==> config.mk <==
export PLATFORM = sky130hd
export DESIGN_NAME = dcc_top
export DESIGN_NICKNAME = d
export VERILOG_FILES = /design/src/dcc_pkg.sv /design/src/dcc_top.sv
export SDC_FILE = /design/constraint.sdc
export NUM_CORES = 1
export LEC_CHECK = 0
export ABC_AREA = 1
export BUFFER_PORTS_ARGS = -buffer_cell sky130_fd_sc_hd__buf_2
export CORE_ASPECT_RATIO = 1.4
export CORE_MARGIN = 3
export CORE_UTILIZATION = 35
export DETAILED_ROUTE_END_ITERATION = 16
export REMOVE_ABC_BUFFERS = 1
export SYNTH_ARGS = -nofsm -noshare
export SYNTH_HDL_FRONTEND = slang
export SYNTH_SLANG_ARGS = --single-unit
==> constraint.sdc <==
create_clock -name clk -period 6.85 [get_ports clk]
set_input_delay 0.3425 -clock clk [delete_from_list [all_inputs] [get_ports clk]]
set_output_delay 0.3425 -clock clk [all_outputs]
set_load 0.01 [all_outputs]
==> src/dcc_pkg.sv <==
// Constants, field positions and state types of the four-channel DMA block
package dcc_pkg;
    localparam int NCH = 4;

    // Port indices on the 4-bit host address
    localparam logic [3:0] P_STAT_CMD  = 4'h8;
    localparam logic [3:0] P_REQ       = 4'h9;
    localparam logic [3:0] P_SMASK     = 4'hA;
    localparam logic [3:0] P_MODE      = 4'hB;
    localparam logic [3:0] P_CLR_PTR   = 4'hC;
    localparam logic [3:0] P_TEMP_MCLR = 4'hD;
    localparam logic [3:0] P_CLR_MASK  = 4'hE;
    localparam logic [3:0] P_AMASK     = 4'hF;
    localparam int A_WIDE  = 3;   // Clear: address/count ports
    localparam int A_COUNT = 0;   // Set: count, clear: address
    localparam int A_CH_LO = 1;   // Channel number of a 16-bit port

    // Command bits
    localparam int C_MEMCPY  = 0;
    localparam int C_HOLD0   = 1;
    localparam int C_DISABLE = 2;
    localparam int C_TIMING  = 3;
    localparam int C_PRIORITY_SCHEME_SELECT    = 4;
    localparam int C_WS      = 5;
    localparam int C_REQ_LOW = 6;
    localparam int C_ACK_HI  = 7;

    // Mode, request and mask byte fields
    localparam int SEL_LO   = 0;
    localparam int SET_BIT  = 2;
    localparam int MB_DIR   = 2;
    localparam int MB_AUTO  = 4;
    localparam int MB_DEC   = 5;
    localparam int MB_XM    = 6;

    localparam logic [1:0] XM_DEMAND  = 2'h0;
    localparam logic [1:0] XM_SINGLE  = 2'h1;
    localparam logic [1:0] XM_BLOCK   = 2'h2;
    localparam logic [1:0] XM_CASCADE = 2'h3;
    localparam logic [1:0] DIR_VERIFY = 2'h0;
    localparam logic [1:0] DIR_TO_MEM = 2'h1;
    localparam logic [1:0] DIR_FR_MEM = 2'h2;

    localparam logic [7:0]  CMD_RST   = 8'h00;
    localparam logic [3:0]  MASK_RST  = 4'hF;
    localparam logic [15:0] CNT_ZERO  = 16'h0000;
    localparam logic [15:0] STEP_ONE  = 16'h0001;
    localparam logic [7:0]  READ_NONE = 8'h00;

    typedef enum logic [6:0] {
        DCC_IDLE = 7'h01,
        DCC_HOLD = 7'h02,
        DCC_CASC = 7'h04,
        DCC_ADDR = 7'h08,
        DCC_RD   = 7'h10,
        DCC_WR   = 7'h20,
        DCC_FIN  = 7'h40
    } dcc_state_e_t;

    typedef struct packed {
        logic       cs_n;
        logic       rd_n;
        logic       wr_n;
        logic [3:0] a;
        logic [7:0] d;
    } dcc_host_in_t;

    typedef struct packed {
        logic [7:0] d;
        logic       d_oe_n;
    } dcc_host_out_t;

    typedef struct packed {
        logic        bus_hold_request;
        logic [3:0]  service_grant;
        logic [15:0] addr;
        logic        memr_n;
        logic        memw_n;
        logic        ior_n;
        logic        iow_n;
        logic        strb_oe_n;
        logic        end_of_process_n;
        logic        eop_oe_n;
    } dcc_xfer_out_t;

    typedef struct packed {
        dcc_state_e_t     st;
        logic [7:0]       cmd;
        logic [3:0][7:0]  mode;
        logic [3:0][15:0] cur_addr;
        logic [3:0][15:0] cur_cnt;
        logic [3:0][15:0] base_addr;
        logic [3:0][15:0] base_cnt;
        logic [3:0]       mask;
        logic [3:0]       sw_req;
        logic [3:0]       tc_flag;
        logic [7:0]       temp;
        logic             ptr;
        logic [1:0]       ch;
        logic [1:0]       last;
        logic             phase;
        logic             wr_seen;
        logic             rd_seen;
        dcc_host_out_t    ho;
        dcc_xfer_out_t    xo;
    } dcc_regs_t;
endpackage

==> src/dcc_top.sv <==
// Four-channel DMA controller: host register port and transfer engine
//
// Function
// - Reset and master clear zero the command register.
// - Command bit 7 sets grant polarity, bit 6 inverts request lines.
// - Timing bit picks normal or 2-cycle compressed; write bit extends writes.
// - Fixed priority favours line 0; rotating puts last served lowest.
// - Disable bit keeps the engine idle until written back to zero.
// - Command bit 1 holds channel 0 address constant.
// - Memory copy reads channel 0 into temp, writes to channel 1.
// - Mode write applies to the channel named in its two select bits.
// - Mode field: demand 0, single 1, block 2, cascade 3.
// - Single mode does one transfer then releases the bus.
// - Terminal count when current count steps from 0 to FFFF.
// - Block mode runs until terminal count or external end.
// - Demand mode pauses when request drops and resumes when it returns.
// - Mode bit 5 picks address increment (0) or decrement (1).
// - Auto-initialize reloads current from base; transfers leave base alone.
// - Direction: verify 0, to memory 1, from memory 2; verify writes nothing.
// - Request write sets or clears a software request; mask ignored.
// - Single mask, all mask and clear mask writes update channel masks.
// - End without auto-initialize masks the channel; reset masks all.
// - Status low bits flag ends, clear on read; high bits show requests.
// - Temp holds last copied byte, readable, cleared at reset.
// - Writing current registers also loads base; base unreadable.
// - Byte pointer selects low then high byte, toggles, software clearable.
// - A valid request raises hold request; transfers wait for hold grant.
`timescale 1ns/1ps
`default_nettype none

module dcc_top (
    // Clock and reset
    input  wire logic                   clk,
    input  wire logic                   rst_b,
    // Host register port
    input  wire dcc_pkg::dcc_host_in_t  host_i,
    output var  dcc_pkg::dcc_host_out_t host_o,
    // Peripheral and bus handshake
    input  wire logic [3:0]             service_request_line,
    input  wire logic                   bus_hold_grant,
    input  wire logic                   ready,
    input  wire logic                   end_of_process_in_n,
    output var  dcc_pkg::dcc_xfer_out_t xfer_o
);
    dcc_pkg::dcc_regs_t r;
    dcc_pkg::dcc_regs_t next_r;

    logic [3:0]  req_act;
    logic [3:0]  pend;
    logic [1:0]  sel;
    logic [1:0]  idx;
    logic        found;
    logic        idle;
    logic        wr_go;
    logic        rd_go;
    logic [1:0]  pch;
    logic [1:0]  xm;
    logic [1:0]  dir;
    logic        copy;
    logic        compressed;
    logic        ending;
    logic [1:0]  ech;
    logic [15:0] step;
    logic        rd_act;
    logic        wr_act;
    logic        xfer_on;
    logic [3:0]  grant;

    assign host_o = r.ho;
    assign xfer_o = r.xo;

    always_comb begin
        next_r = r;
        idle   = (r.st == dcc_pkg::DCC_IDLE);
        // Requests arrive in the polarity the command byte selects
        req_act = r.cmd[dcc_pkg::C_REQ_LOW] ? ~service_request_line
                                            : service_request_line;
        pend = (req_act & ~r.mask) | r.sw_req;
        found = 1'b0;
        sel   = 2'h0;
        idx   = 2'h0;
        for (int i = 0; i < dcc_pkg::NCH; i++) begin
            idx = r.cmd[dcc_pkg::C_PRIORITY_SCHEME_SELECT] ? r.last + 2'(i + 1) : 2'(i);
            if (!found && pend[idx]) begin
                found = 1'b1;
                sel   = idx;
            end
        end

        // Host port: registers are reachable only while idle
        next_r.wr_seen = ~host_i.cs_n & ~host_i.wr_n;
        next_r.rd_seen = ~host_i.cs_n & ~host_i.rd_n;
        wr_go = next_r.wr_seen & ~r.wr_seen & idle;
        rd_go = next_r.rd_seen & ~r.rd_seen & idle;
        pch   = host_i.a[dcc_pkg::A_CH_LO +: 2];
        if (wr_go) begin
            if (!host_i.a[dcc_pkg::A_WIDE]) begin
                if (host_i.a[dcc_pkg::A_COUNT]) begin
                    next_r.cur_cnt[pch][r.ptr*8 +: 8]  = host_i.d;
                    next_r.base_cnt[pch][r.ptr*8 +: 8] = host_i.d;
                end else begin
                    next_r.cur_addr[pch][r.ptr*8 +: 8]  = host_i.d;
                    next_r.base_addr[pch][r.ptr*8 +: 8] = host_i.d;
                end
                next_r.ptr = ~r.ptr;
            end else begin
                unique case (host_i.a)
                    dcc_pkg::P_STAT_CMD: next_r.cmd = host_i.d;
                    dcc_pkg::P_REQ:
                        next_r.sw_req[host_i.d[dcc_pkg::SEL_LO +: 2]] =
                            host_i.d[dcc_pkg::SET_BIT];
                    dcc_pkg::P_SMASK:
                        next_r.mask[host_i.d[dcc_pkg::SEL_LO +: 2]] =
                            host_i.d[dcc_pkg::SET_BIT];
                    dcc_pkg::P_MODE:
                        next_r.mode[host_i.d[dcc_pkg::SEL_LO +: 2]] =
                            host_i.d;
                    dcc_pkg::P_CLR_PTR: next_r.ptr = 1'b0;
                    dcc_pkg::P_TEMP_MCLR: begin
                        next_r.cmd     = dcc_pkg::CMD_RST;
                        next_r.mask    = dcc_pkg::MASK_RST;
                        next_r.sw_req  = '0;
                        next_r.tc_flag = '0;
                        next_r.temp    = '0;
                        next_r.ptr     = 1'b0;
                    end
                    dcc_pkg::P_CLR_MASK: next_r.mask = '0;
                    dcc_pkg::P_AMASK: next_r.mask = host_i.d[3:0];
                    default: next_r.cmd = r.cmd;
                endcase
            end
        end
        if (rd_go) begin
            next_r.ho.d = dcc_pkg::READ_NONE;
            if (!host_i.a[dcc_pkg::A_WIDE]) begin
                // Base registers have no read path
                next_r.ho.d = host_i.a[dcc_pkg::A_COUNT]
                    ? r.cur_cnt[pch][r.ptr*8 +: 8]
                    : r.cur_addr[pch][r.ptr*8 +: 8];
                next_r.ptr = ~r.ptr;
            end else if (host_i.a == dcc_pkg::P_STAT_CMD) begin
                next_r.ho.d    = {req_act, r.tc_flag};
                next_r.tc_flag = '0;
            end else if (host_i.a == dcc_pkg::P_TEMP_MCLR) begin
                next_r.ho.d = r.temp;
            end
        end

        // Transfer engine
        xm   = r.mode[r.ch][dcc_pkg::MB_XM +: 2];
        dir  = r.mode[r.ch][dcc_pkg::MB_DIR +: 2];
        copy = r.cmd[dcc_pkg::C_MEMCPY] && (r.ch == 2'h0);
        compressed = r.cmd[dcc_pkg::C_TIMING];
        ech    = copy ? 2'h1 : r.ch;
        ending = 1'b0;
        step   = r.mode[ech][dcc_pkg::MB_DEC] ? ~dcc_pkg::CNT_ZERO
                                                 : dcc_pkg::STEP_ONE;
        // Temp follows the data bus while the copy read strobe is out
        if (!r.xo.memr_n && copy && !r.phase) begin
            next_r.temp = host_i.d;
        end
        unique case (r.st)
            dcc_pkg::DCC_IDLE: begin
                if (!r.cmd[dcc_pkg::C_DISABLE] && found) begin
                    next_r.ch    = sel;
                    next_r.phase = 1'b0;
                    next_r.st    = dcc_pkg::DCC_HOLD;
                end
            end
            dcc_pkg::DCC_HOLD: begin
                if (bus_hold_grant) begin
                    if (xm == dcc_pkg::XM_CASCADE) begin
                        next_r.st = dcc_pkg::DCC_CASC;
                    end else begin
                        next_r.st = compressed ? dcc_pkg::DCC_RD
                                               : dcc_pkg::DCC_ADDR;
                    end
                end
            end
            dcc_pkg::DCC_CASC: begin
                if (!pend[r.ch] || !bus_hold_grant) begin
                    next_r.st   = dcc_pkg::DCC_IDLE;
                    next_r.last = r.ch;
                end
            end
            dcc_pkg::DCC_ADDR: next_r.st = dcc_pkg::DCC_RD;
            dcc_pkg::DCC_RD: begin
                if (!compressed) begin
                    next_r.st = dcc_pkg::DCC_WR;
                end else if (ready) begin
                    next_r.st = dcc_pkg::DCC_FIN;
                end
            end
            dcc_pkg::DCC_WR: begin
                if (ready) begin
                    next_r.st = dcc_pkg::DCC_FIN;
                end
            end
            dcc_pkg::DCC_FIN: begin
                if (copy && !r.phase) begin
                    // Source side of a copy moves only the address
                    if (!r.cmd[dcc_pkg::C_HOLD0]) begin
                        next_r.cur_addr[0] = r.cur_addr[0]
                            + (r.mode[0][dcc_pkg::MB_DEC]
                               ? ~dcc_pkg::CNT_ZERO : dcc_pkg::STEP_ONE);
                    end
                    next_r.phase = 1'b1;
                    next_r.st    = compressed ? dcc_pkg::DCC_RD
                                              : dcc_pkg::DCC_ADDR;
                end else begin
                    if (!(ech == 2'h0 && r.cmd[dcc_pkg::C_HOLD0])) begin
                        next_r.cur_addr[ech] = r.cur_addr[ech] + step;
                    end
                    next_r.cur_cnt[ech] = r.cur_cnt[ech]
                                          - dcc_pkg::STEP_ONE;
                    ending = (r.cur_cnt[ech] == dcc_pkg::CNT_ZERO)
                             || !end_of_process_in_n;
                    next_r.phase = 1'b0;
                    if (ending) begin
                        next_r.tc_flag[ech] = 1'b1;
                        next_r.sw_req[r.ch] = 1'b0;
                        if (r.mode[ech][dcc_pkg::MB_AUTO]) begin
                            next_r.cur_addr[ech] = r.base_addr[ech];
                            next_r.cur_cnt[ech]  = r.base_cnt[ech];
                        end else begin
                            next_r.mask[ech] = 1'b1;
                        end
                        next_r.st = dcc_pkg::DCC_IDLE;
                    end else if (xm == dcc_pkg::XM_BLOCK ||
                                 (xm == dcc_pkg::XM_DEMAND &&
                                  pend[r.ch])) begin
                        next_r.st = compressed ? dcc_pkg::DCC_RD
                                               : dcc_pkg::DCC_ADDR;
                    end else begin
                        // Single ends here; demand suspends here
                        next_r.st = dcc_pkg::DCC_IDLE;
                    end
                    if (next_r.st == dcc_pkg::DCC_IDLE) begin
                        next_r.last = r.ch;
                    end
                end
            end
            default: next_r.st = dcc_pkg::DCC_IDLE;
        endcase

        // Pins are registered from the next state
        xfer_on = (next_r.st == dcc_pkg::DCC_ADDR) ||
                  (next_r.st == dcc_pkg::DCC_RD) ||
                  (next_r.st == dcc_pkg::DCC_WR) ||
                  (next_r.st == dcc_pkg::DCC_FIN);
        rd_act = (next_r.st == dcc_pkg::DCC_RD) ||
                 (next_r.st == dcc_pkg::DCC_WR);
        wr_act = (next_r.st == dcc_pkg::DCC_WR) ||
                 ((next_r.st == dcc_pkg::DCC_RD) &&
                  (compressed || r.cmd[dcc_pkg::C_WS]));
        copy = r.cmd[dcc_pkg::C_MEMCPY] && (next_r.ch == 2'h0);
        dir  = r.mode[next_r.ch][dcc_pkg::MB_DIR +: 2];
        next_r.xo.bus_hold_request = (next_r.st != dcc_pkg::DCC_IDLE);
        next_r.xo.strb_oe_n = ~xfer_on;
        next_r.xo.addr = copy ? next_r.cur_addr[{1'b0, next_r.phase}]
                              : next_r.cur_addr[next_r.ch];
        // Verify matches neither direction, so no strobe moves data
        next_r.xo.memr_n = ~(rd_act && (copy ? !next_r.phase
                                             : dir == dcc_pkg::DIR_FR_MEM));
        next_r.xo.memw_n = ~(wr_act && (copy ? next_r.phase
                                             : dir == dcc_pkg::DIR_TO_MEM));
        next_r.xo.ior_n  = ~(rd_act && !copy && dir == dcc_pkg::DIR_TO_MEM);
        next_r.xo.iow_n  = ~(wr_act && !copy && dir == dcc_pkg::DIR_FR_MEM);
        grant = '0;
        if ((xfer_on && !copy) || next_r.st == dcc_pkg::DCC_CASC) begin
            grant[next_r.ch] = 1'b1;
        end
        next_r.xo.service_grant = r.cmd[dcc_pkg::C_ACK_HI] ? grant
                                                           : ~grant;
        next_r.xo.eop_oe_n = ~(ending && r.cur_cnt[ech] == dcc_pkg::CNT_ZERO);
        next_r.xo.end_of_process_n = next_r.xo.eop_oe_n;
        // Copy write phase drives the held byte onto the data bus
        if (xfer_on && copy && next_r.phase) begin
            next_r.ho.d      = next_r.temp;
            next_r.ho.d_oe_n = 1'b0;
        end else begin
            next_r.ho.d_oe_n = ~(next_r.rd_seen && idle);
        end
    end

    always_ff @(posedge clk or negedge rst_b) begin
        if (!rst_b) begin
            r         <= '0;
            r.st      <= dcc_pkg::DCC_IDLE;
            r.cmd     <= dcc_pkg::CMD_RST;
            r.mask    <= dcc_pkg::MASK_RST;
            r.ho.d_oe_n <= 1'b1;
            r.xo.service_grant <= '1;
            r.xo.memr_n <= 1'b1;
            r.xo.memw_n <= 1'b1;
            r.xo.ior_n  <= 1'b1;
            r.xo.iow_n  <= 1'b1;
            r.xo.strb_oe_n <= 1'b1;
            r.xo.end_of_process_n <= 1'b1;
            r.xo.eop_oe_n <= 1'b1;
        end else begin
            r <= next_r;
        end
    end
endmodule

`default_nettype wire

==> flow_summary.ini <==
[run_status]
outcome = complete, no violations

[power]
p_sw_frac = 0.511
power_leakage_nw = 12.3
p_int_mw = 5.85
p_sw_mw = 6.12
p_clk_frac = 0.179
power_mw = 12.0
power.share.sequential = 0.257
ir_drop_mv = 0.232
power_density_nw_per_um2 = 478
pwr-share-comb = 0.564

[job]
cap_viol_max_count = 0

[layout]
final_common_cell = nand2_1
syn_to_final_growth_pct = 9.38
regArea_sq_um = 9000
stdcell_count = 4112
finalNetCount = 3297
fillCellCount = 6838
fin_area_sq_um = 25100
drive_gt1_frac = 0.0819
layout_common_cells = 836 x nand2_1, 342 x dfrtp_1, 333 x nor2_1
multiInputGateArea_sq_um = 11700

[synthesis]
yosys.area.top_type_share = 0.374
yosysWarningCount = 0
yosys-top-cells-area = dfrtp_1 37%, nand2_1 14%, o21ai_0 7.1%, nor2_1 5.5%, inv_1 5.2%
syn_inst = 3281
syn_avg_cell_area_sq_um = 6.99
synthArstFlopShare = 1.00
synth_top_area_cell = dfrtp_1
synth_seq_cells = 359
synth_edf_count = 0
synthDistinctLibCells = 62
seq_area_frac_synth = 0.393
synth-main-ff-cell = dfrtp_1
syn_area_sq_um = 22900

[sta]
worst_pin_slew_ns = 1.18
setup_violations = 0
relSlewSlack = 0.206
fin_setup_tns_ns = 0
max_freq_mhz = 198
report.final.slew_viol_count = 0
holdWs_ns = 0.0427
rsz0062_at_grt = false
fin_crit_ns = 5.04
post-route-period-util = 0.736
skew_ns = 0.0186
hold_viol_final = 0

[global_routing]
grt_usage = 0.277
grt-ovfl-total = 0
antenna_found_initial = 3
grt_max_degree = 154
grt_pass1_vias = 23300
grt_pass1_wl_um = 146000

[route]
drtAntennaViolNets = 0
wl_per_cell_um = 23.6
drc_errors = 0
routed_wl_um = 97200
dr.pass1.iters = 8
viasPerCell = 5.75
drt_iter0_drc = 2789
route.vias.total = 23700

[cts]
cts_max_level = 2
cts_max_path_buffers = 3
cts_buffers = 38
cts-resized-gates = 0
cts_tree = built
root_buffer = clkbuf_16
post_cts.repair.setup_buffers = 0
clk-insertion-delay-late_ns = 0.56
postCtsHoldBufs = 4
clkTransAtPathRegs_ns = 0.06
cts.sinks = 359

[placed_design]
portBuffers = 60
place_area_sq_um = 23800
gp_congestion = 0.987
dp.cells = 4038
dp_hpwl_um = 66900

[worst_setup_path]
cp.arrival_ns = 5.42
crit_required_ns = 7.23
crit_type = reg2reg
cp-end-kind = register
critPathMaxFanout = 36
slowest_stage = dfrtp_2
crit_path_cell_trace = inv_2 > a21oi_4 > buf_4 > a21oi_1 > a211oi_1 > ha_1 > nand3_1 > nor2_1 > nand2_2 > nand2_4 > nand2_4 > inv_2 > nand2_1 > o21ai_1 > o22ai_1
startpoint_type = register
slowest_delay_ns = 0.63

[floorplan]
rows = 110
start_util = 0.355
dieArea_sq_um = 68700
die_h_um = 309
coreArea_sq_um = 64500
io_pins = 61
die_w_um = 222

[hold_path]
hp-class = in2reg
path summary, 6_finish.rpt:
kind | startpoint | endpoint | slack [ns] | cells past startpoint
max in group asynchronous | rst_b | r[177] | 5.08 | 3
setup reg to reg | r[43] | r[209] | 1.81 | 15
hold / removal | host_i[14] | r[38] | 0.04 | 2
setup / recovery | r[43] | r[209] | 1.81 | 15
min in group asynchronous | rst_b | r[363] | 0.33 | 2
hold reg to reg | r[177] | r[177] | 0.48 | 1
state kept, by name, indices dropped and copies added (netlist names):
| register | cells |
|---|---|
| host_o | 9 |
| r | 322 |
| xfer_o | 27 |
| compressed | 1 |
cell families (layout without fill, tap and decap cells):
logic type                 Yosys count  in the layout  synth area share
xor gates and xnor gates            27             27            0.0103
other                                0              1                 0
AOI/OAI and AO/OA                  835            835             0.211
buffers and inverters              546            536            0.0997
DFF                                359            359             0.393
adders and majority gates           31             31            0.0176
and+or+nand+nor                   1483           1483             0.268
area by class of cell:
type                            instances  area share
Clock inverter                         14     0.00604
Antenna cell                            1   0.0000998
Sequential cell                       359       0.359
Timing Repair Buffer                  120      0.0317
Clock buffer                           55      0.0437
Inverter                              347      0.0520
Multi-Input combinational cell       2376       0.465
Tap cell                              840      0.0419
Yosys cell counts, types with 4 or more instances:
library cell	count
a211o_1	15
nand3b_1	9
a21oi_1	216
nor2_2	12
o21a_1	22
buf_1	13
a21oi_2	5
o21bai_1	6
o21ai_1	46
dfstp_2	16
a21boi_0	6
xnor2_1	10
nand2_2	5
o311ai_0	8
o31ai_1	8
nor3_1	24
inv_1	318
xor2_1	17
dfrtp_1	343
buf_2	21
o2111ai_1	5
o221ai_1	5
inv_2	17
nand4_1	28
clkbuf_1	117
nand3_4	4
o21ai_0	326
a31oi_1	13
o211ai_1	25
a221oi_1	30
buf_4	42
nand2_1	836
nand3_1	199
ha_1	29
o22ai_1	56
a22oi_1	29
or2_2	14
buf_6	5
clkinv_1	11
nor2_1	337
power groups by stage:
stage / Sequential (mW) / Combinational, mW / Clock, mW
after floorplan: 3.03 / 4.20 / 0
after global routing: 3.13 / 7.36 / 2.24
after global placement: 3.09 / 6.53 / 0
after detailed placement: 3.09 / 6.54 / 0
after CTS: 3.07 / 6.57 / 2.16
final: 3.07 / 6.76 / 2.15
per-layer routing:
layer,wire length [um],vias up,global-route usage
met2,44200,1386,0.455
met1,35500,11000,0.323
met5,17,-,0
li1,-,10800,-
met4,9010,2,0.216
met3,8460,437,0.0478
worst max-delay path, delay by kind of cell, from the launching register on:
| kind | cells | cell delay (ns) |
|---|---|---|
| AND/OR/NAND/NOR | 6 | 1.58 |
| AO/OA/AOI/OAI | 5 | 1.29 |
| buffers and inverters | 3 | 1.05 |
| flip-flops | 1 | 0.63 |
| adder cells (fa/ha/maj) | 1 | 0.26 |
stage by stage:
step           worst slack, ns   util
2_1_floorplan            0.443      -
5_1_grt                   1.54  0.389
6_report                  1.81  0.389
3_5_place_dp              1.98  0.369
3_3_place_gp              2.04  0.369
4_1_cts                   1.94  0.388
(Power assumes the default switching activity.)
